--- src/design/netfail_params.svh ---
// constants for the process data watchdog and link-failure block
`ifndef NETFAIL_PARAMS_SVH
`define NETFAIL_PARAMS_SVH

// ==================================================
// timing
`define SYS_CLK_HZ        25000000
`define MS_PERIOD_US      1000
`define MS_CYCLES         ((`SYS_CLK_HZ / 1000000) * `MS_PERIOD_US)

// ==================================================
// register numbers
`define OFS_CONN_TIMEOUT  16'h0500
`define OFS_WD_TIMEOUT    16'h07d0
`define OFS_FAULT_MODE    16'h07d2
`define OFS_FAIL_REASON   16'h07d4
`define OFS_COMMAND       16'h07d6
`define OFS_STATUS        16'h1f3c
`define OFS_DIAG_STATUS   16'h1f3d
`define OFS_DIAG_PARAM    16'h1f3e
`define OFS_INPUT_IMAGE   16'h1f40
`define OFS_OUTPUT_IMAGE  16'h2328

// ==================================================
// reset values and limits
`define RST_TIMEOUT       16'h0000
`define RST_FAULT_MODE    16'h0000
`define RST_OUTPUT_IMAGE  16'h0000
`define RST_REASON        16'h0000
`define TIMEOUT_MIN_MS    16'h00c8
`define TIMEOUT_MAX_MS    16'hfde8

// ==================================================
// field positions and codes
`define CMD_SET_FAIL_BIT  4
`define CMD_ACK_BIT       5
`define STAT_ERROR_BIT    0
`define STAT_FAIL_BIT     1
`define DIAG_SHORT_BIT    0
`define MODE_ALL_LOW      16'h0000
`define MODE_ALL_HIGH     16'h0001
`define MODE_HOLD_LAST    16'h0002
`define REASON_USER       16'h0009
`define REASON_WATCHDOG   16'h000c
`define REASON_CONN       16'h000d
`define EXC_NONE          8'h00
`define EXC_ILLEGAL_FUNC  8'h01
`define EXC_ILLEGAL_ADDR  8'h02
`define EXC_ILLEGAL_VALUE 8'h03

// ==================================================
// function code masks, bit n set means code n; FC_READ_WRITE is a single code, not a mask
`define FC_SUPPORTED      32'h0081807e
`define FC_WRITING        32'h00818060
`define FC_SPECIAL_RW     32'h00810058
`define FC_READ_ONLY_REG  32'h00800018
`define FC_COMMAND        32'h00810040
`define FC_INPUT_IMAGE    32'h0080001e
`define FC_OUTPUT_IMAGE   32'h0081807e
`define FC_READ_WRITE     5'h17

`endif

--- src/design/netfail_pkg.sv ---
// types shared by the process data watchdog block
package netfail_pkg;

    // ==================================================
    // one register access of a client transaction
    typedef struct packed {
        logic        valid;
        logic [4:0]  func;
        logic        write;
        logic [2:0]  conn;
        logic [15:0] addr;
        logic [15:0] wdata;
        logic [15:0] wmask;
    } req_type;

    // answer to one access
    typedef struct packed {
        logic        valid;
        logic [7:0]  exception;
        logic [15:0] rdata;
    } resp_type;

    typedef enum logic {
        LINK_RUN  = 1'b0,
        LINK_FAIL = 1'b1
    } link_state_type;

endpackage : netfail_pkg

--- src/design/process_data_watchdog_netfail.sv ---
// process data watchdog, connection monitor and link-failure output control
`timescale 1ns/100ps
`default_nettype none
`include "netfail_params.svh"

module process_data_watchdog_netfail #(
    parameter int unsigned MS_CYCLES = `MS_CYCLES,
    parameter int unsigned OUT_WIDTH = 8
) (
    input  wire logic                 sys_clk,
    input  wire logic                 rst_n,
    input  wire logic                 clk_en,
    input  wire netfail_pkg::req_type req,
    output netfail_pkg::resp_type     resp,
    input  wire logic                 web_manual_ack_mode,
    input  wire logic                 web_ack_strobe,
    input  wire logic [OUT_WIDTH-1:0] din_pin,
    input  wire logic [OUT_WIDTH-1:0] short_pin,
    output logic      [OUT_WIDTH-1:0] dout,
    output logic      [OUT_WIDTH-1:0] in_led,
    output logic      [OUT_WIDTH-1:0] out_led_yellow,
    output logic      [OUT_WIDTH-1:0] out_led_red,
    output logic                      net_led_green,
    output logic                      net_led_red
);

    localparam int TICK_W = $clog2(MS_CYCLES);
    localparam logic [TICK_W-1:0] TICK_LAST = TICK_W'(MS_CYCLES - 1);
    // literal masks cannot be bit-selected, so they live in typed constants
    localparam logic [31:0] FC_OK_MASK = `FC_SUPPORTED;
    localparam logic [31:0] FC_WR_MASK = `FC_WRITING;

    // ==================================================
    // pin synchronisers
    logic [OUT_WIDTH-1:0] din_meta_reg, din_sync_reg;
    logic [OUT_WIDTH-1:0] short_meta_reg, short_sync_reg;

    // two stages each; only the second is read by logic
    always_ff @(posedge sys_clk or negedge rst_n) begin
        if (!rst_n) begin
            din_meta_reg   <= '0;
            din_sync_reg   <= '0;
            short_meta_reg <= '0;
            short_sync_reg <= '0;
        end else if (clk_en) begin
            din_meta_reg   <= din_pin;
            din_sync_reg   <= din_meta_reg;
            short_meta_reg <= short_pin;
            short_sync_reg <= short_meta_reg;
        end
    end

    // ==================================================
    // state
    logic [TICK_W-1:0]           tick_cnt_reg, tick_cnt_next;
    logic [15:0]                 wd_timeout_reg, wd_timeout_next;
    logic [15:0]                 wd_period_reg, wd_period_next;
    logic [15:0]                 wd_count_reg, wd_count_next;
    logic                        wd_run_reg, wd_run_next;
    logic [15:0]                 conn_timeout_reg, conn_timeout_next;
    logic [15:0]                 conn_period_reg, conn_period_next;
    logic [15:0]                 conn_count_reg, conn_count_next;
    logic                        conn_run_reg, conn_run_next;
    logic [15:0]                 mode_reg, mode_next;
    logic [15:0]                 reason_reg, reason_next;
    logic [15:0]                 out_image_reg, out_image_next;
    netfail_pkg::link_state_type link_reg, link_next;
    logic [OUT_WIDTH-1:0]        hold_reg, hold_next;
    logic [OUT_WIDTH-1:0]        dout_next;
    netfail_pkg::resp_type       resp_next;

    // ==================================================
    // decode helpers
    logic        tick, hit, ro, value_bad;
    logic [31:0] permit;
    logic [15:0] rd_value;
    logic [7:0]  exc;
    logic        accepted, wr, out_wr, cmd_set_fail, cmd_ack, ack_event;
    logic        wd_restart, wd_expire, conn_expire, fail_set;
    logic [15:0] status_value;
    logic [15:0] diag_value;
    logic [OUT_WIDTH-1:0] subst;

    // register map: which codes reach which register and what it reads
    always_comb begin
        hit      = 1'b1;
        ro       = 1'b0;
        permit   = 32'h0000_0000;
        rd_value = 16'h0000;
        value_bad = 1'b0;
        diag_value   = {15'h0000, |short_sync_reg};
        status_value = 16'h0000;
        status_value[`STAT_ERROR_BIT] = |diag_value;
        status_value[`STAT_FAIL_BIT]  = (link_reg == netfail_pkg::LINK_FAIL);
        case (req.addr)
            `OFS_CONN_TIMEOUT: begin
                permit    = `FC_SPECIAL_RW;
                rd_value  = conn_timeout_reg;
                value_bad = (req.wdata != 16'h0000) && ((req.wdata < `TIMEOUT_MIN_MS)
                            || (req.wdata > `TIMEOUT_MAX_MS));
            end
            `OFS_WD_TIMEOUT: begin
                permit    = `FC_SPECIAL_RW;
                rd_value  = wd_timeout_reg;
                value_bad = (req.wdata != 16'h0000) && ((req.wdata < `TIMEOUT_MIN_MS)
                            || (req.wdata > `TIMEOUT_MAX_MS));
            end
            `OFS_FAULT_MODE: begin
                permit    = `FC_SPECIAL_RW;
                rd_value  = mode_reg;
                value_bad = req.wdata > `MODE_HOLD_LAST;
            end
            `OFS_FAIL_REASON: begin
                permit   = `FC_READ_ONLY_REG;
                ro       = 1'b1;
                rd_value = reason_reg;
            end
            `OFS_COMMAND: begin
                permit    = `FC_COMMAND;
                value_bad = !$onehot(req.wdata) || !(req.wdata[`CMD_SET_FAIL_BIT]
                            || req.wdata[`CMD_ACK_BIT]);
            end
            `OFS_STATUS: begin
                permit   = `FC_READ_ONLY_REG;
                ro       = 1'b1;
                rd_value = status_value;
            end
            `OFS_DIAG_STATUS: begin
                permit   = `FC_READ_ONLY_REG;
                ro       = 1'b1;
                rd_value = diag_value;
            end
            `OFS_DIAG_PARAM: begin
                permit   = `FC_READ_ONLY_REG;
                ro       = 1'b1;
                rd_value = 16'(short_sync_reg);
            end
            `OFS_INPUT_IMAGE: begin
                permit   = `FC_INPUT_IMAGE;
                ro       = 1'b1;
                rd_value = 16'(din_sync_reg);
            end
            `OFS_OUTPUT_IMAGE: begin
                permit   = `FC_OUTPUT_IMAGE;
                rd_value = out_image_reg;
            end
            default: hit = 1'b0;
        endcase
    end

    // exception priority: unknown code, unknown register, read-only, code/register, value
    always_comb begin
        exc = `EXC_NONE;
        if (req.valid) begin
            if (!FC_OK_MASK[req.func]) begin
                exc = `EXC_ILLEGAL_FUNC;
            end else if (!hit) begin
                exc = `EXC_ILLEGAL_ADDR;
            end else if (req.write && ro) begin
                exc = `EXC_ILLEGAL_ADDR;
            end else if (!permit[req.func] || ((req.func != `FC_READ_WRITE)
                         && (req.write != FC_WR_MASK[req.func]))) begin
                exc = `EXC_ILLEGAL_FUNC;
            end else if (req.write && value_bad) begin
                exc = `EXC_ILLEGAL_VALUE;
            end
        end
    end

    // events derived from the accepted access; every connection is served alike
    assign accepted     = req.valid && (exc == `EXC_NONE);
    assign wr           = accepted && req.write;
    assign out_wr       = wr && (req.addr == `OFS_OUTPUT_IMAGE);
    assign cmd_set_fail = wr && (req.addr == `OFS_COMMAND) && req.wdata[`CMD_SET_FAIL_BIT];
    assign cmd_ack      = wr && (req.addr == `OFS_COMMAND) && req.wdata[`CMD_ACK_BIT];
    assign tick         = (tick_cnt_reg == TICK_LAST);
    // manual mode ignores image writes as acknowledgment; mode only from web side
    assign ack_event    = (link_reg == netfail_pkg::LINK_FAIL) && (cmd_ack || (web_manual_ack_mode
                          ? web_ack_strobe : out_wr));
    assign wd_restart   = (wd_timeout_reg != 16'h0000) && (ack_event
                          || (out_wr && link_reg == netfail_pkg::LINK_RUN));
    assign wd_expire    = wd_run_reg && tick && !wd_restart
                          && (wd_count_reg == wd_period_reg - 16'h0001);
    assign conn_expire  = conn_run_reg && tick && !accepted
                          && (conn_count_reg == conn_period_reg - 16'h0001);
    assign fail_set     = wd_expire || conn_expire || cmd_set_fail;
    assign subst        = (mode_reg == `MODE_ALL_LOW)  ? '0 :
                          (mode_reg == `MODE_ALL_HIGH) ? '1 : hold_reg;

    // ==================================================
    // next state of registers, watchdog, monitor and outputs
    always_comb begin
        tick_cnt_next     = tick ? '0 : tick_cnt_reg + TICK_W'(1);
        wd_timeout_next   = wd_timeout_reg;
        conn_timeout_next = conn_timeout_reg;
        mode_next         = mode_reg;
        out_image_next    = out_image_reg;
        wd_period_next    = wd_period_reg;
        wd_count_next     = wd_count_reg;
        wd_run_next       = wd_run_reg;
        conn_period_next  = conn_period_reg;
        conn_count_next   = conn_count_reg;
        conn_run_next     = conn_run_reg;
        link_next         = link_reg;
        reason_next       = reason_reg;
        hold_next         = hold_reg;
        // register writes; image writes are kept even during failure
        if (wr) begin
            case (req.addr)
                `OFS_CONN_TIMEOUT: conn_timeout_next = req.wdata;
                `OFS_WD_TIMEOUT:   wd_timeout_next   = req.wdata;
                `OFS_FAULT_MODE:   mode_next         = req.wdata;
                `OFS_OUTPUT_IMAGE: out_image_next    = (out_image_reg & ~req.wmask)
                                                       | (req.wdata & req.wmask);
                default:           mode_next         = mode_reg;
            endcase
        end
        // watchdog: only restart, expiry, the millisecond tick while running or a zero timeout touch it
        if (wd_restart) begin
            wd_run_next    = 1'b1;
            wd_count_next  = 16'h0000;
            wd_period_next = wd_timeout_reg;
        end else if (wd_expire) begin
            wd_run_next   = 1'b0;
            wd_count_next = 16'h0000;
        end else if (wd_run_reg && tick) begin
            wd_count_next = wd_count_reg + 16'h0001;
        end
        if (wr && req.addr == `OFS_WD_TIMEOUT && req.wdata == 16'h0000) begin
            wd_run_next = 1'b0;
        end
        // connection monitor: any executed function (re)starts it unless the timeout is zero
        if (accepted) begin
            conn_run_next    = (conn_timeout_reg != 16'h0000);
            conn_count_next  = 16'h0000;
            conn_period_next = conn_timeout_reg;
        end else if (conn_expire) begin
            conn_run_next   = 1'b0;
            conn_count_next = 16'h0000;
        end else if (conn_run_reg && tick) begin
            conn_count_next = conn_count_reg + 16'h0001;
        end
        // link failure; a new failure wins over an acknowledgment in the same cycle
        if (fail_set) begin
            link_next   = netfail_pkg::LINK_FAIL;
            reason_next = wd_expire ? `REASON_WATCHDOG :
                          conn_expire ? `REASON_CONN : `REASON_USER;
        end else if (ack_event) begin
            link_next = netfail_pkg::LINK_RUN;
        end
        // capture the driven outputs while healthy for the hold mode
        if (link_reg == netfail_pkg::LINK_RUN) begin
            hold_next = dout;
        end
        // outputs blocked during failure, latest image released afterwards
        dout_next = (link_reg == netfail_pkg::LINK_FAIL) ? subst
                    : out_image_reg[OUT_WIDTH-1:0];
        resp_next.valid     = req.valid;
        resp_next.exception = exc;
        resp_next.rdata     = (accepted && !req.write) ? rd_value : 16'h0000;
    end

    // register all state; clock enable freezes everything
    always_ff @(posedge sys_clk or negedge rst_n) begin
        if (!rst_n) begin
            tick_cnt_reg     <= '0;
            wd_timeout_reg   <= `RST_TIMEOUT;
            wd_period_reg    <= `RST_TIMEOUT;
            wd_count_reg     <= 16'h0000;
            wd_run_reg       <= 1'b0;
            conn_timeout_reg <= `RST_TIMEOUT;
            conn_period_reg  <= `RST_TIMEOUT;
            conn_count_reg   <= 16'h0000;
            conn_run_reg     <= 1'b0;
            mode_reg         <= `RST_FAULT_MODE;
            reason_reg       <= `RST_REASON;
            out_image_reg    <= `RST_OUTPUT_IMAGE;
            link_reg         <= netfail_pkg::LINK_RUN;
            hold_reg         <= '0;
            dout             <= '0;
            resp             <= '0;
        end else if (clk_en) begin
            tick_cnt_reg     <= tick_cnt_next;
            wd_timeout_reg   <= wd_timeout_next;
            wd_period_reg    <= wd_period_next;
            wd_count_reg     <= wd_count_next;
            wd_run_reg       <= wd_run_next;
            conn_timeout_reg <= conn_timeout_next;
            conn_period_reg  <= conn_period_next;
            conn_count_reg   <= conn_count_next;
            conn_run_reg     <= conn_run_next;
            mode_reg         <= mode_next;
            reason_reg       <= reason_next;
            out_image_reg    <= out_image_next;
            link_reg         <= link_next;
            hold_reg         <= hold_next;
            dout             <= dout_next;
            resp             <= resp_next;
        end
    end

    // ==================================================
    // indicators, registered from the current state
    always_ff @(posedge sys_clk or negedge rst_n) begin
        if (!rst_n) begin
            in_led         <= '0;
            out_led_yellow <= '0;
            out_led_red    <= '0;
            net_led_green  <= 1'b0;
            net_led_red    <= 1'b0;
        end else if (clk_en) begin
            in_led         <= din_sync_reg;
            out_led_yellow <= dout & ~short_sync_reg;
            out_led_red    <= short_sync_reg;
            net_led_red    <= (link_reg == netfail_pkg::LINK_FAIL);
            net_led_green  <= (link_reg == netfail_pkg::LINK_RUN);
        end
    end
endmodule : process_data_watchdog_netfail
`default_nettype wire

--- config.mk ---
export PLATFORM = sky130hd
export DESIGN_NAME = process_data_watchdog_netfail
export DESIGN_NICKNAME = d
export VERILOG_FILES = /design/src/design/netfail_pkg.sv /design/src/design/process_data_watchdog_netfail.sv
export VERILOG_INCLUDE_DIRS = /design/src /design/src/design
export SDC_FILE = /design/constraint.sdc
export NUM_CORES = 1
export LEC_CHECK = 0
export BUFFER_PORTS_ARGS = -buffer_cell sky130_fd_sc_hd__buf_2
export CAP_MARGIN = 20
export CORE_MARGIN = 4
export CORE_UTILIZATION = 35
export DETAILED_ROUTE_END_ITERATION = 10
export GPL_ROUTABILITY_DRIVEN = 0
export SKIP_CTS_REPAIR_TIMING = 1
export SLEW_MARGIN = 20
export SYNTH_ARGS = -nofsm -noshare
export SYNTH_HDL_FRONTEND = slang
export SYNTH_SLANG_ARGS = --single-unit
export TNS_END_PERCENT = 20
--- constraint.sdc ---
create_clock -name sys_clk -period 6.8 [get_ports sys_clk]
set_input_delay 0 -clock sys_clk [delete_from_list [all_inputs] [get_ports sys_clk]]
set_output_delay 0 -clock sys_clk [all_outputs]
set_load 0.05 [all_outputs]
Word level (Yosys, flattened, before mapping)
Memory sizes are Yosys's and may differ from the RTL's.
Cells that the tools add are included.
{"block": "op_classes", "n_eq_ne": 17, "reduce_logical": 66, "n_addsub": 20, "n_bitwise": 7, "n_lt_le_gt_ge": 4, "n_mux": 36}
{"cell": "16-bit case mux with 9 select lines", "count": 1}
{"cell": "24-bit case mux with 5 select lines", "count": 1}
{"cell": "16-bit 2-to-1 mux", "count": 7}
{"cell": "16-bit by 11-bit == test with 1-bit output, second input constant", "count": 5}
{"cell": "16-bit by 13-bit == test with 1-bit output, second input constant", "count": 4}
{"cell": "16-bit nonzero test", "count": 3}
{"cell": "16-bit by 1-bit adder with 16-bit output, second input constant", "count": 2}
{"cell": "16-bit AND", "count": 2}
{"cell": "16-bit == test", "count": 2}
{"cell": "16-bit zero test", "count": 2}
{"cell": "16-bit by 1-bit subtractor with 16-bit output, second input constant", "count": 2}
{"cell": "8-bit 2-to-1 mux", "count": 3}
{"cell": "1-bit logical AND", "count": 22}
{"cell": "2-bit AND reduction", "count": 9}
{"cell": "1-bit by 1-bit adder with 2-bit output", "count": 8}
{"cell": "16-bit by 1-bit == test with 1-bit output, second input constant", "count": 1}
{"cell": "16-bit by 14-bit == test with 1-bit output, second input constant", "count": 1}
{"cell": "16-bit greater-than comparator, second input constant", "count": 1}
{"cell": "16-bit by 2-bit greater-than comparator with 1-bit output, second input constant", "count": 1}
{"cell": "16-bit by 8-bit < comparator with 1-bit output, second input constant", "count": 1}
{"cell": "16-bit NOT", "count": 1}
{"cell": "16-bit OR", "count": 1}
{"cell": "15-bit by 1-bit adder with 15-bit output, second input constant", "count": 1}
{"cell": "15-bit == test, second input constant", "count": 1}
{"cell": "other kinds (28)", "count": 68}
{"block": "totals", "mem_bits_ro": 64, "register_bits": 261, "wordCells": 179, "memories": 2}
{"memory": "(name not given)", "words": 32, "width": 1, "read_ports": 1, "rd_clocked_by_memory_dff": 0, "write_ports": 0, "line_no": "process_data_watchdog_netfail.sv:162", "text": "&& (req.write != FC_WR_MASK[req.func]))) begin"}
{"memory": "(name not given)", "words": 32, "width": 1, "read_ports": 1, "rd_clocked_by_memory_dff": 0, "write_ports": 0, "line_no": "process_data_watchdog_netfail.sv:155", "text": "if (!FC_OK_MASK[req.func]) begin"}

Longest topological paths before layout
{"block": "depth", "word_depth": 31, "mapped_depth": 21, "ltp_nobuf": 19}

Worst setup path before layout
No wires, ideal clock.
{"block": "synth_timing", "path_kind": "input to register", "start": "in req[21] in the netlist's numbering", "end": "reg resp[10] in the netlist's numbering", "path_stages": 21, "t_arrival_ns": 4.741, "n_path_buf": 2, "setup_time_ns": 0.065, "setup_slack_ns": 1.994, "cell_sequence": "inv_1 > fa_1 > inv_1 > fa_1 > fa_1 > inv_1 > fa_1 > inv_1 > ha_1 > fa_1 > nor4b_1 > o21ai_0 > a21oi_1 > o221a_2 > o2111ai_1 > a2111o_1 > or3_1 > buf_2 > buf_6 > a21oi_2 > a21o_1"}
{"block": "synth_between", "elab_chain_cells": 19, "word_cells_on_any_way": 27}
{"item": "start, declared", "line_no": "process_data_watchdog_netfail.sv:13", "text": "input wire netfail_pkg::req_type req,"}
{"item": "1-bit by 1-bit adder with 2-bit output (implied by the code)", "line_no": "process_data_watchdog_netfail.sv:120", "text": "value_bad = !$onehot(req.wdata) || !(req.wdata[`CMD_SET_FAIL_BIT]"}
{"item": "2-bit by 2-bit adder with 3-bit output (implied by the code)", "line_no": "process_data_watchdog_netfail.sv:120"}
{"item": "3-bit by 3-bit adder with 4-bit output (implied by the code)", "line_no": "process_data_watchdog_netfail.sv:120"}
{"item": "4-bit by 4-bit adder with 5-bit output (implied by the code)", "line_no": "process_data_watchdog_netfail.sv:120"}
{"item": "5-bit by 1-bit == test with 1-bit output", "line_no": "process_data_watchdog_netfail.sv:120"}
{"item": "1-bit zero test", "line_no": "process_data_watchdog_netfail.sv:120"}
{"item": "1-bit logical OR", "line_no": "process_data_watchdog_netfail.sv:120"}
{"item": "1-bit case mux with 3 select lines *", "line_no": "process_data_watchdog_netfail.sv:95", "text": "case (req.addr)"}
{"item": "[... 3 more ...]"}
{"item": "2-bit 2-to-1 mux *", "line_no": "process_data_watchdog_netfail.sv:159", "text": "end else if (req.write && ro) begin"}
{"item": "2-bit 2-to-1 mux *", "line_no": "process_data_watchdog_netfail.sv:157", "text": "end else if (!hit) begin"}
{"item": "2-bit 2-to-1 mux *", "line_no": "process_data_watchdog_netfail.sv:155"}
{"item": "2-bit 2-to-1 mux *", "line_no": "process_data_watchdog_netfail.sv:154", "text": "if (req.valid) begin"}
{"item": "8-bit zero test (no line) *"}
{"item": "1-bit logical AND *", "line_no": "process_data_watchdog_netfail.sv:171", "text": "assign accepted = req.valid && (exc == `EXC_NONE);"}
{"item": "1-bit logical AND *", "line_no": "process_data_watchdog_netfail.sv:260", "text": "resp_next.rdata = (accepted && !req.write) ? rd_value : 16'h0000;"}
{"item": "16-bit 2-to-1 mux *", "line_no": "process_data_watchdog_netfail.sv:260"}
{"item": "end signal, assigned", "line_no": "process_data_watchdog_netfail.sv:298", "text": "resp <= resp_next;"}
{"item": "end, declared", "line_no": "process_data_watchdog_netfail.sv:14", "text": "output netfail_pkg::resp_type resp,"}
Every way passes the cells marked *; elsewhere a longest branch is shown, timed or not.
A chain may end at the register's enable or synchronous reset.

Worst setup path after layout
{"block": "layout_timing", "start": "in req[21] in the netlist's numbering", "end": "reg resp[3] in the netlist's numbering"}
Same word-level chain as after synthesis.

==> results.ini <==
[floorplanning]
initial_utilization_pct = 35.6
dieArea_um2 = 40600
die_h_um = 201
core_area_um2 = 36800
pin_count = 138
rows = 70
die_width_um = 201

[detailed_routing]
drt.antenna.violating_nets = 0
vias = 10400
drt_iter0_drc = 838
post_drt_via_cell_ratio = 5.40
wl_um = 36200
drt_pass1_iterations = 7
drc = 0
wl_per_cell_um = 18.8

[worst_setup_path]
crit_path_max_fanout = 21
start_kind = input pin
crit_type = in -> reg
reg2reg_depth = 10
arrival_ns = 6.46
critPathRequiredTime_ns = 7.31
endpoint_kind = register

[yosys]
synth_commonest_cells = dfrtp_1, mux2_2, nand2_1, nor2_1, inv_1
avgSynthCellArea_um2 = 10.4
synthTopCellsByArea = dfrtp_1, mux2_2, nand2_1
synth_flop_cell = dfrtp_1
yosysWarnings = 0
synth.distinct_cells = 83
syn_inst = 1262
yosys.area.top_type = dfrtp_1
syn_area_um2 = 13100
synth_edf_count = 0
yosysTopAreaCellShare_pct = 46.2
synth_seq_cells = 242
async_reset_ff_share_pct = 100
yosysSeqAreaShare_pct = 46.2
post-synth-top-count-cell = dfrtp_1

[clocking]
h-tree-depth = 1
cts_tree = built
numCtsBuffers = 28
clockRootBuffer = clkbuf_16
clock_sink_count = 242
clk_pin_slew_ns = 0.06
clockBufferDepth = 3
clock_latency_ns = 0.57

[grt]
overflow = 0
grt_pass1_vias = 10100
grt_max_degree = 108
grt_pass1_wl_um = 57600
grt_usage_pct = 17.3
antenna_found_initial = 0

[finish]
finish.instance_area_um2 = 15800
num-fill-cells = 3559
largest_register_ffs = 19
antenna_cells = 0
multiInputGateArea_um2 = 6550
ff_latch_area_um2 = 6060
nets = 1542
layout-drive-gt1-share_pct = 23.0
syn2layout_area_growth_pct = 20.8
largest_register = resp
fin_cells = 1926

[job]
drv_cap = 0

[worst_hold_path]
worstHoldPathType = in -> reg
whs_path_depth = 5

[placement]
dp.cells = 1810
dp_hpwl_um = 26300
io_buffers = 128
postPlaceCellArea_um2 = 14100

[timing]
slew_headroom_pct = 32.6
drv_slew = 0
post-route-period-util_pct = 87.5
clock-skew-final_ns = 0.0481
min_period_ns = 5.95
setup_violations = 0
worstMarginPinSlew_ns = 1.01
fmax_mhz = 168
setup-tns-final_ns = 0
finalHoldViolCount = 0
fin_hold_ws_ns = 0.0161
rsz0062_at_grt = false

[power_and_ir_drop]
ir_worst_vdd_v = 0.000257
power_mw = 3.62
power.density_nw_per_um2 = 229
p_leak_nw = 7.31

[run_status]
status = finished, final reports clean

-- per-layer routing --
layer | routed length (µm) | GRT usage (%)
met1 | 16500 | 24.2
met2 | 17000 | 28.1
met3 | 1750 | 2.90
met4 | 879 | 4.42
met5 | 0 | 0
-- cell families (layout without fill, tap and decap cells) --
| family | after synthesis | in the layout | synth area share (%) |
|---|---|---|---|
| adders and majority gates | 24 | 24 | 2.87 |
| DFF | 242 | 242 | 46.2 |
| other | 1 | 6 | 0.0286 |
| and+or+nand+nor | 451 | 451 | 18.8 |
| muxes | 138 | 138 | 11.8 |
| AOI/OAI and AO/OA | 209 | 209 | 11.4 |
| buffers and inverters | 125 | 316 | 3.98 |
| xor gates and xnor gates | 72 | 72 | 4.81 |
-- path summary, 6_finish.rpt --
path / end / slack (ns) / start
setup / recovery: resp[3] / 0.85 / req[21]
hold / removal: link_reg / 0.02 / web_ack_strobe
setup reg to reg: wd_count_reg[0] / 2.90 / wd_period_reg[0]
hold reg to reg: resp[12] / 0.48 / resp[12]
max in group asynchronous: wd_timeout_reg[4] / 5.26 / rst_n
min in group asynchronous: conn_count_reg[4] / 0.09 / rst_n
-- worst max-delay path: stages --
cell	delay, ns
dlygate4sd3_1	0.52
buf_2	0.21
inv_1	0.15
fa_1	0.55
inv_1	0.05
fa_1	0.45
fa_1	0.52
inv_1	0.05
fa_1	0.47
inv_1	0.05
ha_1	0.20
fa_1	0.45
nor4b_1	0.27
o21ai_0	0.11
a21oi_1	0.33
o221a_2	0.27
o2111ai_1	0.17
a2111o_1	0.33
buf_4	0.23
or3_1	0.68
a31oi_1	0.28
a21o_1	0.10
-- cells in the final DEF, fill, tap and decap left out, drive strengths merged, types with 12 or more instances in the layout --
| cell type | instances |
|---|---|
| xor2 | 38 |
| nor3 | 26 |
| nand2 | 98 |
| xnor2 | 34 |
| nor2 | 88 |
| inv | 62 |
| dlygate4sd3 | 67 |
| dfrtp | 242 |
| a21oi | 28 |
| clkbuf | 38 |
| nand4 | 20 |
| nor2b | 12 |
| nor4 | 27 |
| o21ai | 55 |
| and3 | 18 |
| buf | 136 |
| mux2 | 130 |
| and2 | 24 |
| a222oi | 12 |
| a22oi | 16 |
| ha | 14 |
| nand3 | 52 |
-- report_power, final --
part / leakage (nW) / internal (mW) / switching [mW]
combinational: 3.58 / 0.166 / 0.270
clock: 0.491 / 1.01 / 0.607
sequential: 3.24 / 1.50 / 0.0624
total: 7.31 / 2.68 / 0.939
-- area by class of cell --
| type | count | area share (%) |
|---|---|---|
| Multi-Input combinational cell | 900 | 41.4 |
| Sequential cell | 242 | 38.3 |
| Timing Repair Buffer | 203 | 8.75 |
| Clock buffer | 38 | 5.04 |
| Tap cell | 468 | 3.70 |
| Inverter | 64 | 1.52 |
| Clock inverter | 11 | 1.34 |
-- per-stage QoR --
step | util (%) | worst slack (ns)
2_1_floorplan | - | 1.99
3_3_place_gp | 38.4 | 0.871
3_5_place_dp | 38.4 | 0.824
4_1_cts | 41.2 | 1.43
5_1_grt | 43.0 | 0.625
6_report | 43.0 | 0.849
No activity file was read; power rests on OpenSTA's default activity.
